### config.mk
export PLATFORM = sky130hd
export DESIGN_NAME = vfd_top
export DESIGN_NICKNAME = d
export VERILOG_FILES = /design/src/rtl/vfd_pkg.sv /design/src/rtl/vfd_crc.sv /design/src/rtl/vfd_top.sv
export SDC_FILE = /design/constraint.sdc
export NUM_CORES = 1
export LEC_CHECK = 0
export BUFFER_PORTS_ARGS = -buffer_cell sky130_fd_sc_hd__buf_2
export CELL_PAD_IN_SITES_DETAIL_PLACEMENT = 1
export CELL_PAD_IN_SITES_GLOBAL_PLACEMENT = 1
export CORE_ASPECT_RATIO = 0.5
export CORE_MARGIN = 5
export CORE_UTILIZATION = 45
export CTS_BUF_LIST = sky130_fd_sc_hd__clkbuf_4 sky130_fd_sc_hd__clkbuf_8
export DETAILED_ROUTE_END_ITERATION = 10
export GPL_TIMING_DRIVEN = 0
export PLACE_DENSITY = 0.9
export RECOVER_POWER = 50
export SYNTH_ARGS = -nofsm -noshare
export SYNTH_HDL_FRONTEND = slang
export SYNTH_HIERARCHICAL = 1
export SYNTH_SLANG_ARGS = --single-unit
### constraint.sdc
create_clock -name clock_i -period 3.8 [get_ports clock_i]
set_input_delay 0.57 -clock clock_i [delete_from_list [all_inputs] [get_ports clock_i]]
set_output_delay 0.57 -clock clock_i [all_outputs]
set_load 0.05 [all_outputs]
### src/rtl/vfd_pkg.sv
// Package holding constants and types of the frame tail and line diagnosis block
// Operation
// - CRC preset all ones, inverted before send
// - CRC over identifier, command, data automatically
// - After CRC: end-of-data, acknowledge, end-of-frame
// - Data frame: originator only, receiver acknowledges
// - Immediate reply: replier drives remote bit onward; here replier drives from the data field on
// - Deferred request: requester finishes, requested acknowledges
// - Deferred reply: data frame, read/write inverted
// - Deferred reply: command bits fixed, receiver acknowledges
// - Three receive inputs: differential, true, complement
// - Generate return-to-idle, diagnosis clock, tx-in-progress
// - One wire fault: degraded, route healthy wire
// - Wire healthy again: nominal, differential routed
// - Both wires faulty: major error
// - Return: idle pulse, or two clean clocks; here manual mode also returns on any rising diagnosis clock edge
// - Status bits always show current diagnosis
// - Line state encoding 00,01,10,11
// - Major error: alternate wires each clock period
// - Mismatch flag set on any input disagreement
// - Mismatch cleared only by idle pulse, reset
// - Idle pulse at end of frame, not automatic
// - Eight dominant timeslots: major error
// - Four edges versus none: silent wire faulty
package vfd_pkg;

    // ****************************************************************
    // CRC constants
    // ****************************************************************
    localparam int unsigned  CRC_W    = 15;        // Check sequence width
    localparam logic [14:0]  CRC_INIT = 15'h7fff;  // Remainder preset
    localparam logic [14:0]  CRC_POLY = 15'h0f9d;  // x11..x0 taps of g(x)

    // ****************************************************************
    // Diagnosis constants
    // ****************************************************************
    localparam logic [3:0]   DOM_LIMIT  = 4'h8;    // Consecutive dominant timeslots
    localparam logic [2:0]   EDGE_LIMIT = 3'h4;    // Edges against a silent wire
    localparam logic [1:0]   CLEAN_SDC  = 2'h2;    // Clean diagnosis edges to recover
    localparam logic [15:0]  SDC_DIV    = 16'h0100; // Timeslots per diagnosis clock half period
    localparam logic [1:0]   LS_NOMINAL = 2'h0;    // Line state codes
    localparam logic [1:0]   LS_CMP_BAD = 2'h1;
    localparam logic [1:0]   LS_TRU_BAD = 2'h2;
    localparam logic [1:0]   LS_MAJOR   = 2'h3;

    // ****************************************************************
    // Register map of the plain port
    // ****************************************************************
    localparam logic [3:0]   REG_CTRL   = 4'h0;    // Mode and manual clock
    localparam logic [3:0]   REG_STAT   = 4'h1;    // Diagnosis status
    localparam logic [3:0]   REG_TXCMD  = 4'h2;    // Frame kind and ack request
    localparam logic [3:0]   REG_CRCLO  = 4'h3;    // Check sequence low
    localparam logic [3:0]   REG_CRCHI  = 4'h4;    // Check sequence high

    // Frame kinds
    typedef enum logic [1:0] {
        VFD_FR_DATA,
        VFD_FR_REQ_IMM,
        VFD_FR_REQ_DEF,
        VFD_FR_DEF_REPLY
    } vfd_kind_t;

    // Frame field phases seen by the tail sequencer
    typedef enum logic [2:0] {
        VFD_PH_IDLE,
        VFD_PH_HEAD,
        VFD_PH_DATA,
        VFD_PH_FCS,
        VFD_PH_EOD,
        VFD_PH_ACK,
        VFD_PH_EOF
    } vfd_phase_t;

    // Diagnosis states
    typedef enum logic [1:0] {
        VFD_DG_NOMINAL,
        VFD_DG_CMP_BAD,
        VFD_DG_TRU_BAD,
        VFD_DG_MAJOR
    } vfd_diag_t;

endpackage

### src/rtl/vfd_crc.sv
// Serial frame check sequence generator
`timescale 1ns/1ps
module vfd_crc (
    input  wire logic        clock_i,   // System clock
    input  wire logic        nrst_i,    // Synchronous reset, low active
    input  wire logic        init_i,    // Preset remainder
    input  wire logic        bit_en_i,  // Shift one bit in
    input  wire logic        bit_i,     // Serial data bit
    output logic [14:0]      fcs_o      // Inverted check bits
);

    // ****************************************************************
    // State
    // ****************************************************************
    typedef struct packed {
        logic [14:0] rem;               // Division remainder
    } vfd_crc_st_t;

    vfd_crc_st_t s_q;                   // Registered state
    vfd_crc_st_t s_d;                   // Next state

    // Remainder update per incoming bit
    always_comb begin
        logic fb;
        fb  = 1'b0;
        s_d = s_q;
        if (init_i) begin
            s_d.rem = vfd_pkg::CRC_INIT;
        end else if (bit_en_i) begin
            fb      = s_q.rem[14] ^ bit_i;
            s_d.rem = {s_q.rem[13:0], 1'b0} ^ (fb ? vfd_pkg::CRC_POLY : 15'h0000);
        end
    end

    // State register
    always_ff @(posedge clock_i) begin
        if (!nrst_i) begin
            s_q.rem <= vfd_pkg::CRC_INIT;
        end else begin
            s_q <= s_d;
        end
    end

    // Check bits go out inverted
    assign fcs_o = ~s_q.rem;

endmodule

### src/rtl/vfd_top.sv
// Frame tail sequencer and line diagnosis of the bus controller
`timescale 1ns/1ps
module vfd_top (
    input  wire logic        clock_i,        // 25 MHz clock
    input  wire logic        nrst_i,         // Synchronous reset, low active
    input  wire logic        ts_tick_i,      // One pulse per timeslot
    input  wire logic        rx_differential_i,  // Differential receiver
    input  wire logic        rx_true_wire_i,     // True wire receiver
    input  wire logic        rx_complement_wire_i, // Complement wire receiver
    input  wire logic        tx_bit_i,       // Transmit logic output level
    input  wire logic        frame_start_i,  // Start of identifier field
    input  wire logic        data_end_i,     // Last data bit sent or seen
    input  wire logic        field_done_i,   // Current tail field finished
    input  wire logic        bit_en_i,       // Bit strobe for the check sequence
    input  wire logic        eof_i,          // End of frame detected
    input  wire logic [3:0]  addr_i,         // Register address
    input  wire logic [7:0]  wdata_i,        // Write data
    input  wire logic        wr_i,           // Write strobe
    input  wire logic        rd_i,           // Read strobe
    output logic [7:0]       rdata_o,        // Read data, one cycle later
    output logic             rx_sel_o,       // Level routed to reception
    output logic             drive_en_o,     // This end drives current field
    output logic             cmd_rw_o,       // Read/write command bit to send
    output logic             fcs_bit_o,      // Check bit being sent
    output logic [2:0]       phase_o,        // Current frame phase
    output logic             tx_in_progress_o, // Transmission in progress
    output logic             line_state_hi_o,  // Line state high bit
    output logic             line_state_lo_o,  // Line state low bit
    output logic             input_mismatch_flag_o // Input mismatch flag
);

    // ****************************************************************
    // State
    // ****************************************************************
    typedef struct packed {
        vfd_pkg::vfd_phase_t phase;     // Frame phase
        vfd_pkg::vfd_diag_t  diag;      // Diagnosis state
        vfd_pkg::vfd_kind_t  kind;      // Frame kind
        logic        originator;        // This end opened the frame
        logic        ack_req;           // Acknowledge requested
        logic        auto_mode;         // Automatic selection mode
        logic        sdc_manual;        // Manual diagnosis clock level
        logic        sdc_int;           // Internal diagnosis clock level
        logic        sdc_prev;          // Previous diagnosis clock level
        logic [15:0] sdc_cnt;           // Diagnosis clock divider
        logic [1:0]  clean_cnt;         // Clean diagnosis edges seen
        logic        fault_seen;        // Fault during this period
        logic        major_wire;        // Major error: 0 true, 1 complement
        logic [3:0]  dom_cnt;           // Consecutive dominant timeslots
        logic [2:0]  e_tru;             // Edges on true wire
        logic [2:0]  e_cmp;             // Edges on complement wire
        logic        tru_prev;          // Last true wire level
        logic        cmp_prev;          // Last complement wire level
        logic        mismatch;          // Input mismatch flag
        logic        ri;                // Return-to-idle pulse
        logic [3:0]  fcs_idx;           // Check bit index
        logic [7:0]  rdata;             // Read data
        logic        rx_sel;            // Routed level
        logic        drive_en;          // Drive enable
        logic        tx_in_progress;               // Transmission in progress
    } vfd_st_t;

    vfd_st_t s_q;                       // Registered state
    vfd_st_t s_d;                       // Next state
    logic [14:0] frame_check_seq;                   // Inverted check bits
    logic        crc_init;              // Preset at frame start
    logic        crc_shift;             // Shift during covered fields

    // ****************************************************************
    // Check sequence generator
    // ****************************************************************
    assign crc_init  = frame_start_i;
    assign crc_shift = bit_en_i && (s_q.phase == vfd_pkg::VFD_PH_HEAD ||
                                    s_q.phase == vfd_pkg::VFD_PH_DATA);

    vfd_crc u_crc (
        .clock_i  (clock_i),
        .nrst_i   (nrst_i),
        .init_i   (crc_init),
        .bit_en_i (crc_shift),
        .bit_i    (tx_bit_i),
        .fcs_o    (frame_check_seq)
    );

    // True when the given edge count reaches the edge limit
    function automatic logic edges_full(input logic [2:0] n);
        edges_full = (n >= vfd_pkg::EDGE_LIMIT);
    endfunction

    // ****************************************************************
    // Next state
    // ****************************************************************
    always_comb begin
        logic sdc_rise;
        logic ri_now;
        logic mis_now;
        logic tru_fault;
        logic cmp_fault;
        logic drv;
        sdc_rise  = 1'b0;
        ri_now    = 1'b0;
        mis_now   = 1'b0;
        tru_fault = 1'b0;
        cmp_fault = 1'b0;
        drv       = 1'b0;
        s_d       = s_q;

        // Register writes
        if (wr_i) begin
            case (addr_i)
                vfd_pkg::REG_CTRL: begin
                    s_d.auto_mode  = wdata_i[0];
                    s_d.sdc_manual = wdata_i[1];
                end
                vfd_pkg::REG_TXCMD: begin
                    s_d.kind       = vfd_pkg::vfd_kind_t'(wdata_i[1:0]);
                    s_d.ack_req    = wdata_i[2];
                    s_d.originator = wdata_i[3];
                end
                default: begin
                end
            endcase
        end

        // Reads have no side effect on status
        s_d.rdata = 8'h00;
        if (rd_i) begin
            case (addr_i)
                vfd_pkg::REG_CTRL:  s_d.rdata = {6'h00, s_q.sdc_manual, s_q.auto_mode};
                vfd_pkg::REG_STAT:  s_d.rdata = {5'h00, s_q.mismatch, s_q.diag};
                vfd_pkg::REG_TXCMD: s_d.rdata = {4'h0, s_q.originator, s_q.ack_req, s_q.kind};
                vfd_pkg::REG_CRCLO: s_d.rdata = frame_check_seq[7:0];
                vfd_pkg::REG_CRCHI: s_d.rdata = {1'b0, frame_check_seq[14:8]};
                default:            s_d.rdata = 8'h00;
            endcase
        end

        // Frame tail ordering
        case (s_q.phase)
            vfd_pkg::VFD_PH_IDLE: if (frame_start_i) s_d.phase = vfd_pkg::VFD_PH_HEAD;
            vfd_pkg::VFD_PH_HEAD: if (field_done_i)  s_d.phase = vfd_pkg::VFD_PH_DATA;
            vfd_pkg::VFD_PH_DATA: if (data_end_i) begin
                s_d.phase   = vfd_pkg::VFD_PH_FCS;
                s_d.fcs_idx = 4'he;
            end
            vfd_pkg::VFD_PH_FCS: if (bit_en_i) begin
                if (s_q.fcs_idx == 4'h0) s_d.phase = vfd_pkg::VFD_PH_EOD;
                else s_d.fcs_idx = s_q.fcs_idx - 4'h1;
            end
            vfd_pkg::VFD_PH_EOD:  if (field_done_i) s_d.phase = vfd_pkg::VFD_PH_ACK;
            vfd_pkg::VFD_PH_ACK:  if (field_done_i) s_d.phase = vfd_pkg::VFD_PH_EOF;
            vfd_pkg::VFD_PH_EOF:  if (field_done_i) s_d.phase = vfd_pkg::VFD_PH_IDLE;
            default:              s_d.phase = vfd_pkg::VFD_PH_IDLE;
        endcase

        // Which party drives the current field
        case (s_q.kind)
            vfd_pkg::VFD_FR_DATA, vfd_pkg::VFD_FR_DEF_REPLY: begin
                // Originator sends all but the acknowledge; receiver only acknowledges
                drv = (s_q.phase == vfd_pkg::VFD_PH_ACK) ?
                      (!s_q.originator && s_q.ack_req) : s_q.originator;
            end
            vfd_pkg::VFD_FR_REQ_IMM: begin
                // Initiator: head and ack; replier: data onward
                drv = (s_q.phase == vfd_pkg::VFD_PH_HEAD ||
                       s_q.phase == vfd_pkg::VFD_PH_ACK) ? s_q.originator
                                                         : !s_q.originator;
            end
            vfd_pkg::VFD_FR_REQ_DEF: begin
                // Requester keeps going; requested end only acknowledges
                drv = (s_q.phase == vfd_pkg::VFD_PH_ACK) ?
                      (!s_q.originator && s_q.ack_req) : s_q.originator;
            end
            default: drv = 1'b0;
        endcase
        s_d.drive_en = drv && (s_q.phase != vfd_pkg::VFD_PH_IDLE);
        s_d.tx_in_progress      = s_d.drive_en;

        // Return-to-idle pulse, suppressed in automatic mode
        ri_now = eof_i && !s_q.auto_mode;
        s_d.ri = ri_now;

        // Diagnosis clock from divider or manual bit
        if (ts_tick_i) begin
            if (s_q.sdc_cnt == vfd_pkg::SDC_DIV - 16'h0001) begin
                s_d.sdc_cnt = 16'h0000;
                s_d.sdc_int = !s_q.sdc_int;
            end else begin
                s_d.sdc_cnt = s_q.sdc_cnt + 16'h0001;
            end
        end
        s_d.sdc_prev = s_q.sdc_int ^ s_q.sdc_manual;
        sdc_rise     = (s_q.sdc_int ^ s_q.sdc_manual) && !s_q.sdc_prev;

        // Input comparison of the three receivers
        mis_now = (rx_differential_i != rx_true_wire_i) ||
                  (rx_true_wire_i != rx_complement_wire_i);
        if (mis_now) s_d.mismatch = 1'b1;
        else if (s_q.ri) s_d.mismatch = 1'b0;

        // Edge counts per wire, reset every diagnosis period
        s_d.tru_prev = rx_true_wire_i;
        s_d.cmp_prev = rx_complement_wire_i;
        if (rx_true_wire_i != s_q.tru_prev && !edges_full(s_q.e_tru))
            s_d.e_tru = s_q.e_tru + 3'h1;
        if (rx_complement_wire_i != s_q.cmp_prev && !edges_full(s_q.e_cmp))
            s_d.e_cmp = s_q.e_cmp + 3'h1;
        tru_fault = edges_full(s_q.e_cmp) && s_q.e_tru == 3'h0;
        cmp_fault = edges_full(s_q.e_tru) && s_q.e_cmp == 3'h0;

        // Dominant timeslot run on the differential input
        if (ts_tick_i) begin
            if (!rx_differential_i && s_q.dom_cnt != vfd_pkg::DOM_LIMIT)
                s_d.dom_cnt = s_q.dom_cnt + 4'h1;
            else if (rx_differential_i)
                s_d.dom_cnt = 4'h0;
        end

        if (tru_fault || cmp_fault || mis_now) s_d.fault_seen = 1'b1;

        // Diagnosis state transitions
        if (s_q.dom_cnt == vfd_pkg::DOM_LIMIT || (tru_fault && cmp_fault)) begin
            s_d.diag = vfd_pkg::VFD_DG_MAJOR;
        end else if (tru_fault && s_q.diag == vfd_pkg::VFD_DG_NOMINAL) begin
            s_d.diag = vfd_pkg::VFD_DG_TRU_BAD;
        end else if (cmp_fault && s_q.diag == vfd_pkg::VFD_DG_NOMINAL) begin
            s_d.diag = vfd_pkg::VFD_DG_CMP_BAD;
        end else if ((tru_fault && s_q.diag == vfd_pkg::VFD_DG_CMP_BAD) ||
                     (cmp_fault && s_q.diag == vfd_pkg::VFD_DG_TRU_BAD)) begin
            s_d.diag = vfd_pkg::VFD_DG_MAJOR;
        end else if (!s_q.auto_mode && (s_q.ri || sdc_rise)) begin
            s_d.diag = vfd_pkg::VFD_DG_NOMINAL;
        end else if (s_q.auto_mode && sdc_rise && !s_q.fault_seen &&
                     s_q.clean_cnt == vfd_pkg::CLEAN_SDC - 2'h1) begin
            s_d.diag = vfd_pkg::VFD_DG_NOMINAL;
        end

        // Per-period bookkeeping at each rising diagnosis clock edge
        if (sdc_rise) begin
            s_d.clean_cnt  = s_q.fault_seen ? 2'h0 :
                             (s_q.clean_cnt == vfd_pkg::CLEAN_SDC - 2'h1) ? 2'h0 :
                             s_q.clean_cnt + 2'h1;
            s_d.fault_seen = 1'b0;
            s_d.major_wire = !s_q.major_wire;
        end

        // Edge counts restart each period and on return to idle
        if (sdc_rise || s_q.ri) begin
            s_d.e_tru = 3'h0;
            s_d.e_cmp = 3'h0;
        end

        // Route a receiver to the reception logic
        case (s_q.diag)
            vfd_pkg::VFD_DG_NOMINAL: s_d.rx_sel = rx_differential_i;
            vfd_pkg::VFD_DG_TRU_BAD: s_d.rx_sel = rx_complement_wire_i;
            vfd_pkg::VFD_DG_CMP_BAD: s_d.rx_sel = rx_true_wire_i;
            vfd_pkg::VFD_DG_MAJOR:   s_d.rx_sel = s_q.major_wire ?
                                     rx_complement_wire_i : rx_true_wire_i;
            default:                 s_d.rx_sel = rx_differential_i;
        endcase
    end

    // ****************************************************************
    // State register
    // ****************************************************************
    always_ff @(posedge clock_i) begin
        if (!nrst_i) begin
            s_q            <= '0;
            s_q.phase      <= vfd_pkg::VFD_PH_IDLE;
            s_q.diag       <= vfd_pkg::VFD_DG_NOMINAL;
            s_q.kind       <= vfd_pkg::VFD_FR_DATA;
            s_q.rx_sel     <= 1'b1;
            s_q.tru_prev   <= 1'b1;
            s_q.cmp_prev   <= 1'b1;
        end else begin
            s_q <= s_d;
        end
    end

    // ****************************************************************
    // Outputs
    // ****************************************************************
    assign rdata_o               = s_q.rdata;
    assign rx_sel_o              = s_q.rx_sel;
    assign drive_en_o            = s_q.drive_en;
    assign cmd_rw_o              = (s_q.kind != vfd_pkg::VFD_FR_DATA);
    assign fcs_bit_o             = frame_check_seq[s_q.fcs_idx];
    assign phase_o               = s_q.phase;
    assign tx_in_progress_o      = s_q.tx_in_progress;
    assign line_state_hi_o       = s_q.diag[1];
    assign line_state_lo_o       = s_q.diag[0];
    assign input_mismatch_flag_o = s_q.mismatch;

endmodule

# After elaboration in Yosys (flattened, before gate mapping)

Index checks and enable logic that the tools add are counted.

Reduce and logical (&&, ||, !) cells: 60
Add/subtract/negate cells: 6
Multiplexer cells: 35
Equal/unequal tests: 33
Bitwise operators: 5
Magnitude comparators: 3

Operators by type and width:

| kind                                                                    | number |
|---|---|
| 8-bit one-hot mux with 5 select lines                                   | 1 |
| 3-bit two-way mux                                                       | 8 |
| 3-bit one-hot mux with 7 select lines                                   | 1 |
| 4-bit two-way mux                                                       | 5 |
| 1-bit logical AND                                                       | 19 |
| 2-bit inequality test (second input constant)                           | 9 |
| 16-bit by 1-bit adder with 16-bit output (second input constant)        | 1 |
| 16-bit by 8-bit equality test with 1-bit output (second input constant) | 1 |
| 16-bit two-way mux                                                      | 1 |
| 2-bit two-way mux                                                       | 8 |
| 15-bit inverter                                                         | 1 |
| 15-bit bitwise XOR                                                      | 1 |
| 12-bit two-way mux                                                      | 1 |
| 2-bit AND reduction                                                     | 5 |
| 3-bit equality test (second input constant)                             | 3 |
| 1-bit logical NOT                                                       | 9 |
| 3-bit logical NOT                                                       | 3 |
| 2-bit equality test (second input constant)                             | 4 |
| 4-bit by 2-bit equality test with 1-bit output (second input constant)  | 2 |
| 4-bit logical NOT                                                       | 2 |
| 1-bit logical OR                                                        | 8 |
| 4-bit one-hot mux with 2 select lines                                   | 1 |
| 8-bit AND reduction                                                     | 1 |
| 2-bit nonzero test                                                      | 4 |
| other kinds (26)                                                        | 43 |

Output and inout port bits: 19
Flip-flop bits (word level): 76
Input port bits: 26
Logic and storage cells: 167

# Depth between registers and ports, before layout

Gate-level depths: netlist (run 1).

Depth after elaboration: 11
Gate-level depth with buffers: 7
Gate-level depth less buffers: 6

# Hierarchy

The synthesis (run 1) kept the hierarchy.

By module, submodules not included:

| module  | times used | sequential area each (um^2) | area an instance (um^2) | cells an instance |
|---|---|---|---|---|
| vfd_top | 1          | 1221.2                      | 3149.3                  | 373 |
| vfd_crc | 1          | 300.3                       | 808.3                   | 76 |

# Worst setup path after synthesis (run 1)

No wires, ideal clock.

Path kind: reg-to-output
Start point: reg s_q[11] in the netlist's numbering
End point: out fcs_bit_o
Path slack: 1.367 ns
Required time: 3.230 ns
Path buffers: 1
Data arrival time: 1.863 ns
Stages on the path, launching flop included: 6
Path through: dfxtp_1 > clkbuf_1 > mux2i_1 > a221oi_1 > nor2_1 > o21ai_1

Longest elaborated chain between the ends: 2

RTL lines:

| what                                      | line           | source |
|---|---|---|
| start, declared                           | vfd_top.sv:63  | `vfd_st_t s_q;` |
| 1-bit binary-select mux with 4-bit select | vfd_top.sv:288 | `assign fcs_bit_o = frame_check_seq[s_q.fcs_idx];` |
| 1-bit two-way mux (not written as such)   | vfd_top.sv:288 |  |
| end, declared                             | vfd_top.sv:24  | `output logic fcs_bit_o,` |

Every way passes these cells. The select of a mux whose other input is x is not followed.

# Worst setup path in the final report (run 1)

Same ends and word-level chain as after synthesis.

==> results.toml, run 1 <==
[yosys]
syn_area_um2 = 3958
synth_seq_area_share_pct = 38.44
netlist.top_cell.by_area = "dfxtp_1"
top_area_cells_in_the_synthesized_netlist = "dfxtp_1, nor2_1, mux2i_1"
synth_enable_flop_cells = 0
synthDominantCellAreaShare_pct = 38.44
synthesis.instances = 449
yosys_warning_total = 6
asyncSetResetFlopFracSynth_pct = 0
synthDistinctLibCells = 58
postSynth.topFlopCell = "dfxtp_1"
synth_fp_nets = 483
synth-seq-cells = 76
syn_avg_cell_area_um2 = 8.814

[sta]
worst_clock_skew_ns = 0.01229
unrepaired_setup_endpoints_after_global_routing = "no"
period_share_pct = 73.83
tightest_slew_ns = 0.8403
layout_min_cycle_time_ns = 2.806
fmax_mhz = 356.4
setup-violations-final = 0
timing.setup.tns_ns = 0
slew_hr_pct = 43.39
timing.final.hold_violations = 0
finalMaxSlewViolations = 0
holdWs_ns = 0.4257

[route]
drt_pre_antenna_iters = 4
routedWlPerCell_um = 16.20
detailedRoute.firstIterationViolations = 190
detail_route.vias_per_cell = 5.385
final_antenna_net_count = 0
wl_um = 10050
drt_drc_violations_left = 0
dr_total_vias = 3339

[place]
place.detailed.hpwl_um = 7421
gpl.final_weighted_congestion = 0.8010
placedInstanceArea_um2 = 4294
place.port_buffers = 38

[worst_hold_path]
min_to = "s_q[15]$_SDFF_PN0_"
holdPathStages = 3
hold_path_class = "input pin to flip-flop"
hold_path.startpoint = "eof_i"

[layout]
diodes = 0
layout_fillers = 1048
nets = 532
design_area_um2 = 4467
share_of_final_layout_standard_cells_stronger_than_drive_strength_1_pct = 12.72
layout-area-overhead-vs-synth_pct = 12.87

[power]
power_density_nw_per_um2 = 408.6
total_leakage_power_nw = 1.909
total_power_draw_mw = 1.825
vdd_ir_drop_max_v = 0.0001851

[worst_setup_path]
cp_data_arrival_time_ns = 2.24
worst_path_dominant_cell_family = "buffers and inverters"
cell_chain_of_the_critical_path = "clkbuf_1 -> mux2i_1 -> a221oi_1 -> a22oi_1 -> o21ai_1 -> buf_2"
startpoint_type = "flip-flop"
cp_slowest_stage_delay_ns = 0.42
worst-path-max-fanout = 9
critical_path.n_buffers_inverters = 2
worst_setup_path_end_kind = "output port"
register_to_register_setup_slack_ns = 1.54
worst-r2r-cell-count = 5
crit_required_ns = 3.23
crit-reg2reg-launch = "phase_o[0]$_SDFFE_PN0P_"
worstReg2RegEnd = "u_crc/s_q[9]$_SDFFE_PP1P_"
worst-setup-path-type = "flip-flop to output port"
cpMaxStageDelayCell = "clkbuf_1"

[die]
fp.coreArea_um2 = 8648
floorplan.initialDensity_pct = 45.76
row_count = 24
die-area_um2 = 10880
die-height_um = 76.31
die-width_um = 142.6
ioPinCount = 45

[clock_network]
cts_max_level = 3
cts.sinks = 76
cts.repair.resized = 0
cts_made_buffers = 9
cts_post_setup_buffers_inserted = 0
clk_transition_reported_paths_ns = 0.08
cts_tree = "yes"
cts_root_buf = "clkbuf_8"
cts_hold_repair.buffers = 0
cts_max_path_buffers = 2
clock_latency_ns = 0.36

[run_status]
outcome = "finished, final reports clean"

[global_routing]
grt_usage_pct = 19.40
grt_antenna_before_repair = 0
grt_pass1_wl_um = 17070
global_route.overflow_total = 0
number_of_global_route_vias_before_repair = 3537
grt_start_max_net_pins = 15

[job]
max-cap-violations = 0
-- worst reg2reg max path, delay by kind of cell, from the launching register on --
kind | cells | cell delay, ns
AND/OR/NAND/NOR | 1 | 0.47
AO/OA/AOI/OAI | 1 | 0.32
buffers and inverters | 2 | 0.85
XOR/XNOR | 1 | 0.11
flip-flops | 1 | 0.41
-- how the worst max path moves through the flow --
| stage | start | endpoint | slack, ns | cells past startpoint |
|---|---|---|---|---|
| floorplan | s_q[11]$_SDFFE_PN0P_ | fcs_bit_o | 1.37 | 5 |
| global placement | s_q[11]$_SDFFE_PN0P_ | fcs_bit_o | 1.44 | 6 |
| detailed placement | s_q[11]$_SDFFE_PN0P_ | fcs_bit_o | 1.44 | 6 |
| CTS | s_q[11]$_SDFFE_PN0P_ | fcs_bit_o | 0.96 | 6 |
| global route | s_q[11]$_SDFFE_PN0P_ | fcs_bit_o | 0.80 | 6 |
| finish | s_q[11]$_SDFFE_PN0P_ | fcs_bit_o | 0.99 | 6 |
-- synth_stat cells, types with 3 or more instances --
cell	count
xor2_1	5
a21oi_1	19
or3_1	9
nor2_1	59
dfxtp_1	76
nor3_1	8
a22oi_1	8
o21ai_0	15
nor3b_1	4
mux2i_1	19
nand2_1	22
nand2b_1	16
nor2b_1	11
xnor3_1	8
nor4_1	4
nand3_1	12
inv_1	31
and3_1	4
buf_4	13
nand4_1	7
and4_1	4
clkbuf_1	11
ha_1	8
o211ai_1	11
o211ai_2	6
xnor2_1	15
nand3b_1	3
-- layer usage --
layer / GRT usage, % / vias up / routed length (µm)
li1: - / 1649 / -
met1: 22.79 / 1641 / 4554
met2: 34.32 / 33 / 5094
met3: 5.016 / 16 / 219
met4: 6.452 / 0 / 177
met5: 0 / - / 0
-- logic make-up (layout without fill, tap and decap cells) --
kind of cell,count (synthesis),after routing,synth area share (%)
AO/OA/AOI/OAI,83,83,14.64
XOR/XNOR,28,28,8.979
adder cells (fa/ha/maj),8,8,2.529
buffers and inverters,61,115,7.271
flip-flops,76,76,38.44
multiplexers,20,20,5.375
AND/OR/NAND/NOR,173,173,22.76
-- report_power, final --
part	switching (mW)	internal [mW]
logic	0.208	0.132
registers	0.0306	0.828
clock network	0.321	0.306
-- layout make-up --
cell class              count  area, µm²  share of cell area, %
multi-input cells         312       2143                  47.98
flip-flops and latches     76       1521                  34.06
repair buffers             38      168.9                  3.782
plain buffers              29      166.4                  3.726
well taps                 117      146.4                  3.277
clock buffers               9      123.9                  2.773
inverters                  32      120.1                  2.689
clock inverters             7      76.32                  1.709
-- metrics by stage --
step	utilization [%]	worst slack (ns)	std cells
detailed placement	49.65	1.438	604
finish	51.65	0.9943	620
floorplan	-	1.367	449
global placement	49.65	1.441	604
CTS	51.97	0.9584	620
global route	51.65	0.7955	620
-- registers in the layout, indices dropped and copies added (netlist names) --
signal,cells
u_crc/s_q,15
rx_sel_o,1
tx_in_progress_o,1
line_state_hi_o,1
input_mismatch_flag_o,1
line_state_lo_o,1
phase_o,3
s_q,45
rdata_o,8
-- layout by cell type, fill, tap and decap left out, types with 4 or more instances in the layout --
master,synthesis,final
and3_1,4,4
buf_4,13,13
nand2_1,22,22
nand4_1,7,7
nor3b_1,4,5
and4_1,4,4
or3_1,9,9
nor4_1,4,4
clkbuf_8,0,9
dfxtp_1,76,76
nor3_1,8,8
nor2b_1,11,11
xnor2_1,15,15
xor2_1,5,5
nor2_1,59,59
a22oi_1,8,8
nand2b_1,16,16
xnor3_1,8,8
o211ai_2,6,6
o21ai_0,15,16
buf_2,1,21
nand3_1,12,12
a21oi_1,19,19
o211ai_1,11,11
ha_1,8,8
inv_1,31,31
clkbuf_1,11,30
mux2i_1,19,19
Note: power is estimated with default switching activity, not from simulation.
==> run 2, diff against run 1 <==
Clock period 3.8 ns to 2.8 ns, I/O delays scaled along.
==> results.toml, run 2 (synthesized netlist as in run 1, its figures left out) <==
[run_status]
outcome = "finished, final reports clean"

[route]
drt_drc_violations_left = 0
dr_total_vias = 3341
routedWlPerCell_um = 16.23
drt_pre_antenna_iters = 4
detail_route.vias_per_cell = 5.397
final_antenna_net_count = 0
wl_um = 10050
detailedRoute.firstIterationViolations = 198

[layout]
finish.cell_count_without_fillers = 619
nets = 531
largest-register = "s_q"
largest_register_ff_count = 45
layout.cells.most_common = "dfxtp_1"
final_cell_mix = "dfxtp_1, nor2_1, inv_1, clkbuf_1, nand2_1"
diodes = 0
layout-area-overhead-vs-synth_pct = 12.77
postLayoutCoreUtil_pct = 51.61
share_of_final_layout_standard_cells_stronger_than_drive_strength_1_pct = 12.75

[global_routing]
grt_usage_pct = 19.40
grt_antenna_before_repair = 0
grt_start_max_net_pins = 15
grt_pass1_wl_um = 17070
global_route.overflow_total = 0
number_of_global_route_vias_before_repair = 3537

[sta]
setup-violations-final = 0
fmax_mhz = 399.8
finalMaxSlewViolations = 0
holdWs_ns = 0.2739
slew_hr_pct = 51.14
tightest_slew_ns = 0.7314
layout_min_cycle_time_ns = 2.501
timing.final.hold_violations = 0
worst_clock_skew_ns = 0.01228
period_share_pct = 89.33
unrepaired_setup_endpoints_after_global_routing = "no"
timing.setup.tns_ns = 0

[die]
row_count = 24
floorplan.initialDensity_pct = 45.76
die-area_um2 = 10880
die-height_um = 76.31
die-width_um = 142.6
ioPinCount = 45
fp.coreArea_um2 = 8648

[worst_setup_path]
setup.worst_path.start = "s_q[13]$_SDFFE_PN0P_"
worst_setup_path_end_kind = "output port"
worst-setup-path-type = "flip-flop to output port"
cp_data_arrival_time_ns = 2.08
crit-reg2reg-launch = "phase_o[0]$_SDFFE_PN0P_"
worst-path-max-fanout = 9
startpoint_type = "flip-flop"
crit_required_ns = 2.38

[clock_network]
cts.sinks = 76
cts_made_buffers = 9
clock_latency_ns = 0.36
cts_post_setup_buffers_inserted = 0
cts_tree = "yes"
cts_root_buf = "clkbuf_8"
cts_max_level = 3
cts_max_path_buffers = 2
clk_transition_reported_paths_ns = 0.08

[place]
place.detailed.hpwl_um = 7421
place.port_buffers = 38
place_inst = 604
gpl.final_weighted_congestion = 0.8010

[worst_hold_path]
hold_path_class = "input pin to flip-flop"
hold_path.startpoint = "eof_i"

[power]
total_leakage_power_nw = 1.906
total_power_draw_mw = 2.475
vdd_ir_drop_max_v = 0.0002508
power_density_nw_per_um2 = 554.5

[job]
max-cap-violations = 0
-- run 2: changes by cell type in the layout (fill, tap and decap cells not counted) --
cell	delta
clkbuf_1	-1
o21ai_0	-1
o21ai_1	+1
-- run 2: area by class of cell --
| cell class | instances | area, µm² |
|---|---|---|
| plain buffers | 28 | 162.7 |
| clock inverters | 7 | 76.32 |
| repair buffers | 38 | 168.9 |
| clock buffers | 9 | 123.9 |
| inverters | 32 | 120.1 |
| multi-input cells | 312 | 2143 |
| flip-flops and latches | 76 | 1521 |
| well taps | 117 | 146.4 |
| fillers | 1049 | 4185 |
-- run 2: worst max-delay path, stage by stage (launching register included) --
cell      delay (ns)
dfxtp_1         0.31
clkbuf_1        0.31
nor2_1          0.19
a221oi_1        0.37
a22oi_1         0.12
o21ai_1         0.13
buf_2           0.30
-- run 2: what timing repair did --
| item | in CTS | in global routing |
|---|---|---|
| gates resized for setup | 0 | 0 |
| endpoints found under the setup margin | 0 | 1 |
| hold buffers | 0 | 0 |
-- run 2: per-layer routing --
layer  vias to the layer above  wire (µm)  GRT usage (%)  part of all wire [%]
met5                         -          0              0                     0
met3                        19        258          5.016                   2.6
met4                         0        203          6.452                   2.0
met1                      1639       4467          22.79                    44
li1                       1648          -              -                     -
met2                        35       5117          34.32                    51
-- run 2: worst paths after layout --
path,slack [ns],end,depth (start not counted)
worst max-delay path,0.30,fcs_bit_o,6
worst min-delay path,0.27,s_q[15]$_SDFF_PN0_,3
worst max register to register,0.53,u_crc/s_q[9]$_SDFFE_PP1P_,5
worst min register to register,0.45,s_q[32]$_SDFFE_PN0P_,1
-- run 2: through the flow --
stage	instance area, µm²	worst slack [ns]
final	4463	0.2988
after global routing	4463	0.08120
after CTS	4494	0.1084
after detailed placement	4294	0.5882
after global placement	4294	0.5906
after floorplan	3958	0.5165
-- run 2: power breakdown --
part           leakage (nW)  internal, mW  total (mW)  switching [mW]
logic                  1.19         0.180       0.461           0.282
registers             0.617          1.12        1.17          0.0417
clock network        0.0958         0.415       0.848           0.433
==> run 3, diff against run 2 <==
Settings changed: ABC_CLOCK_PERIOD_IN_PS from default to 2700.
Clock period 2.8 ns to 2.7 ns, I/O delays scaled along.
==> results.toml, run 3 (synthesized netlist as in run 1, its figures left out) <==
[power]
vdd_ir_drop_max_v = 0.0002623
power_switching_uw = 787.9
pwr-share-comb_pct = 18.5
power_density_nw_per_um2 = 576.3
internal_power_mw = 1.782
p_seq_share_pct = 47.1
total_leakage_power_nw = 1.905
switching_fraction_of_total_power_pct = 30.66
clk_pwr_share_pct = 34.4

[layout]
share_of_final_layout_standard_cells_stronger_than_drive_strength_1_pct = 12.77
diodes = 0
layout-area-overhead-vs-synth_pct = 12.68
nets = 530
largest_register_ff_count = 45
final_cell_mix = "dfxtp_1, nor2_1, inv_1, clkbuf_1, nand2_1"
layout.cells.most_common = "dfxtp_1"
postLayoutCoreUtil_pct = 51.56
largest-register = "s_q"

[route]
routedWlPerCell_um = 16.27
wl_um = 10050
met1Wirelength_um = 4463
top_signal_layer_used = "met4"
route.met3.wl_um = 291
final_antenna_net_count = 0
detailedRoute.firstIterationViolations = 210
dr_total_vias = 3330
dr_wl_met2_um = 5104
drt_pre_antenna_iters = 5
drt_drc_violations_left = 0
detail_route.vias_per_cell = 5.388

[worst_setup_path]
worst-path-max-fanout = 9
crit-reg2reg-launch = "phase_o[0]$_SDFFE_PN0P_"
worstReg2RegEnd = "u_crc/s_q[9]$_SDFFE_PP1P_"
worst-setup-path-type = "flip-flop to output port"
register_to_register_setup_slack_ns = 0.43
cp_data_arrival_time_ns = 2.07
crit_required_ns = 2.30
setup.worst_path.start = "s_q[11]$_SDFFE_PN0P_"
startpoint_type = "flip-flop"
crit_end = "fcs_bit_o"
worst-r2r-cell-count = 5
worst_setup_path_end_kind = "output port"

[place]
place.detailed.hpwl_um = 7421
place.port_buffers = 38
gpl.final_weighted_congestion = 0.8010

[global_routing]
grt_pass1_wl_um = 17070
grt_start_max_net_pins = 15
global_route.overflow_total = 0
grt_usage_pct = 19.40
number_of_global_route_vias_before_repair = 3537
grt_antenna_before_repair = 0

[sta]
timing.setup.tns_ns = 0
setup-violations-final = 0
unrepaired_setup_endpoints_after_global_routing = "no"
timing.final.hold_violations = 0
worst_clock_skew_ns = 0.01233
layout_min_cycle_time_ns = 2.472
fmax_mhz = 404.5
finalMaxSlewViolations = 0
period_share_pct = 91.57
holdWs_ns = 0.2580
tightest_slew_ns = 0.7220
slew_hr_pct = 51.76

[die]
floorplan.initialDensity_pct = 45.76
die-width_um = 142.6
die-height_um = 76.31
row_count = 24
die-area_um2 = 10880
fp.coreArea_um2 = 8648
ioPinCount = 45

[clock_network]
cts_root_buf = "clkbuf_8"
cts_max_level = 3
clk_transition_reported_paths_ns = 0.08
cts_tree = "yes"
clock_latency_ns = 0.36
cts.sinks = 76
cts_made_buffers = 9
cts_max_path_buffers = 2
cts_post_setup_buffers_inserted = 0
cts_hold_repair.buffers = 0
cts.repair.resized = 0

[job]
max-cap-violations = 0

[worst_hold_path]
hold_path.startpoint = "eof_i"
hold_path_class = "input pin to flip-flop"

[run_status]
outcome = "finished, final reports clean"
-- run 3: cell types whose count changed in the layout (fill, tap and decap cells not counted) --
| cell | delta |
|---|---|
| clkbuf_1 | -1 |
-- run 3: how the worst min path moves through the flow --
| stage | end | slack, ns | cells after the start |
|---|---|---|---|
| after floorplan | s_q[32]$_SDFFE_PN0P_ | 0.42 | 1 |
| after global placement | s_q[32]$_SDFFE_PN0P_ | 0.43 | 1 |
| after detailed placement | s_q[32]$_SDFFE_PN0P_ | 0.43 | 1 |
| after CTS | s_q[15]$_SDFF_PN0_ | 0.24 | 3 |
| after global routing | s_q[15]$_SDFF_PN0_ | 0.24 | 3 |
| final | s_q[15]$_SDFF_PN0_ | 0.26 | 3 |
-- run 3: routing by layer --
layer	up-vias	track usage [%]
met5	-	0
met4	0	6.452
met3	15	5.016
met2	35	34.32
met1	1636	22.79
li1	1644	-
-- run 3: area by class of cell --
class,count,area (µm²)
plain buffers,27,158.9
clock buffers,9,123.9
clock inverters,7,76.32
fillers,1049,4189
inverters,32,120.1
multi-input cells,312,2143
flip-flops and latches,76,1521
well taps,117,146.4
repair buffers,38,168.9
-- run 3: worst max-delay path, stage by stage, from the launching register on --
cell and delay, ns:
dfxtp_1 0.58, mux2i_1 0.18, a221oi_1 0.37, a22oi_1 0.15, o21ai_1 0.13, buf_2 0.30
-- run 3: metrics by stage --
stage                     setup WS (ns)  total power, mW  instances  instance area [µm²]
after detailed placement         0.4965            1.710        604                 4294
after global placement           0.5056            1.685        604                 4294
after floorplan                  0.4315            1.582        449                 3958
after CTS                       0.02338            2.595        620                 4494
after global routing            0.04088            2.713        618                 4459
final                            0.2276            2.570        618                 4459
-- run 3: power groups by stage --
| stage | logic [mW] | clock network (mW) | registers, mW |
|---|---|---|---|
| floorplan | 0.355 | 0 | 1.23 |
| finish | 0.475 | 0.884 | 1.21 |
| CTS | 0.482 | 0.905 | 1.21 |
| detailed placement | 0.477 | 0 | 1.23 |
| global route | 0.522 | 0.972 | 1.22 |
| global placement | 0.455 | 0 | 1.23 |
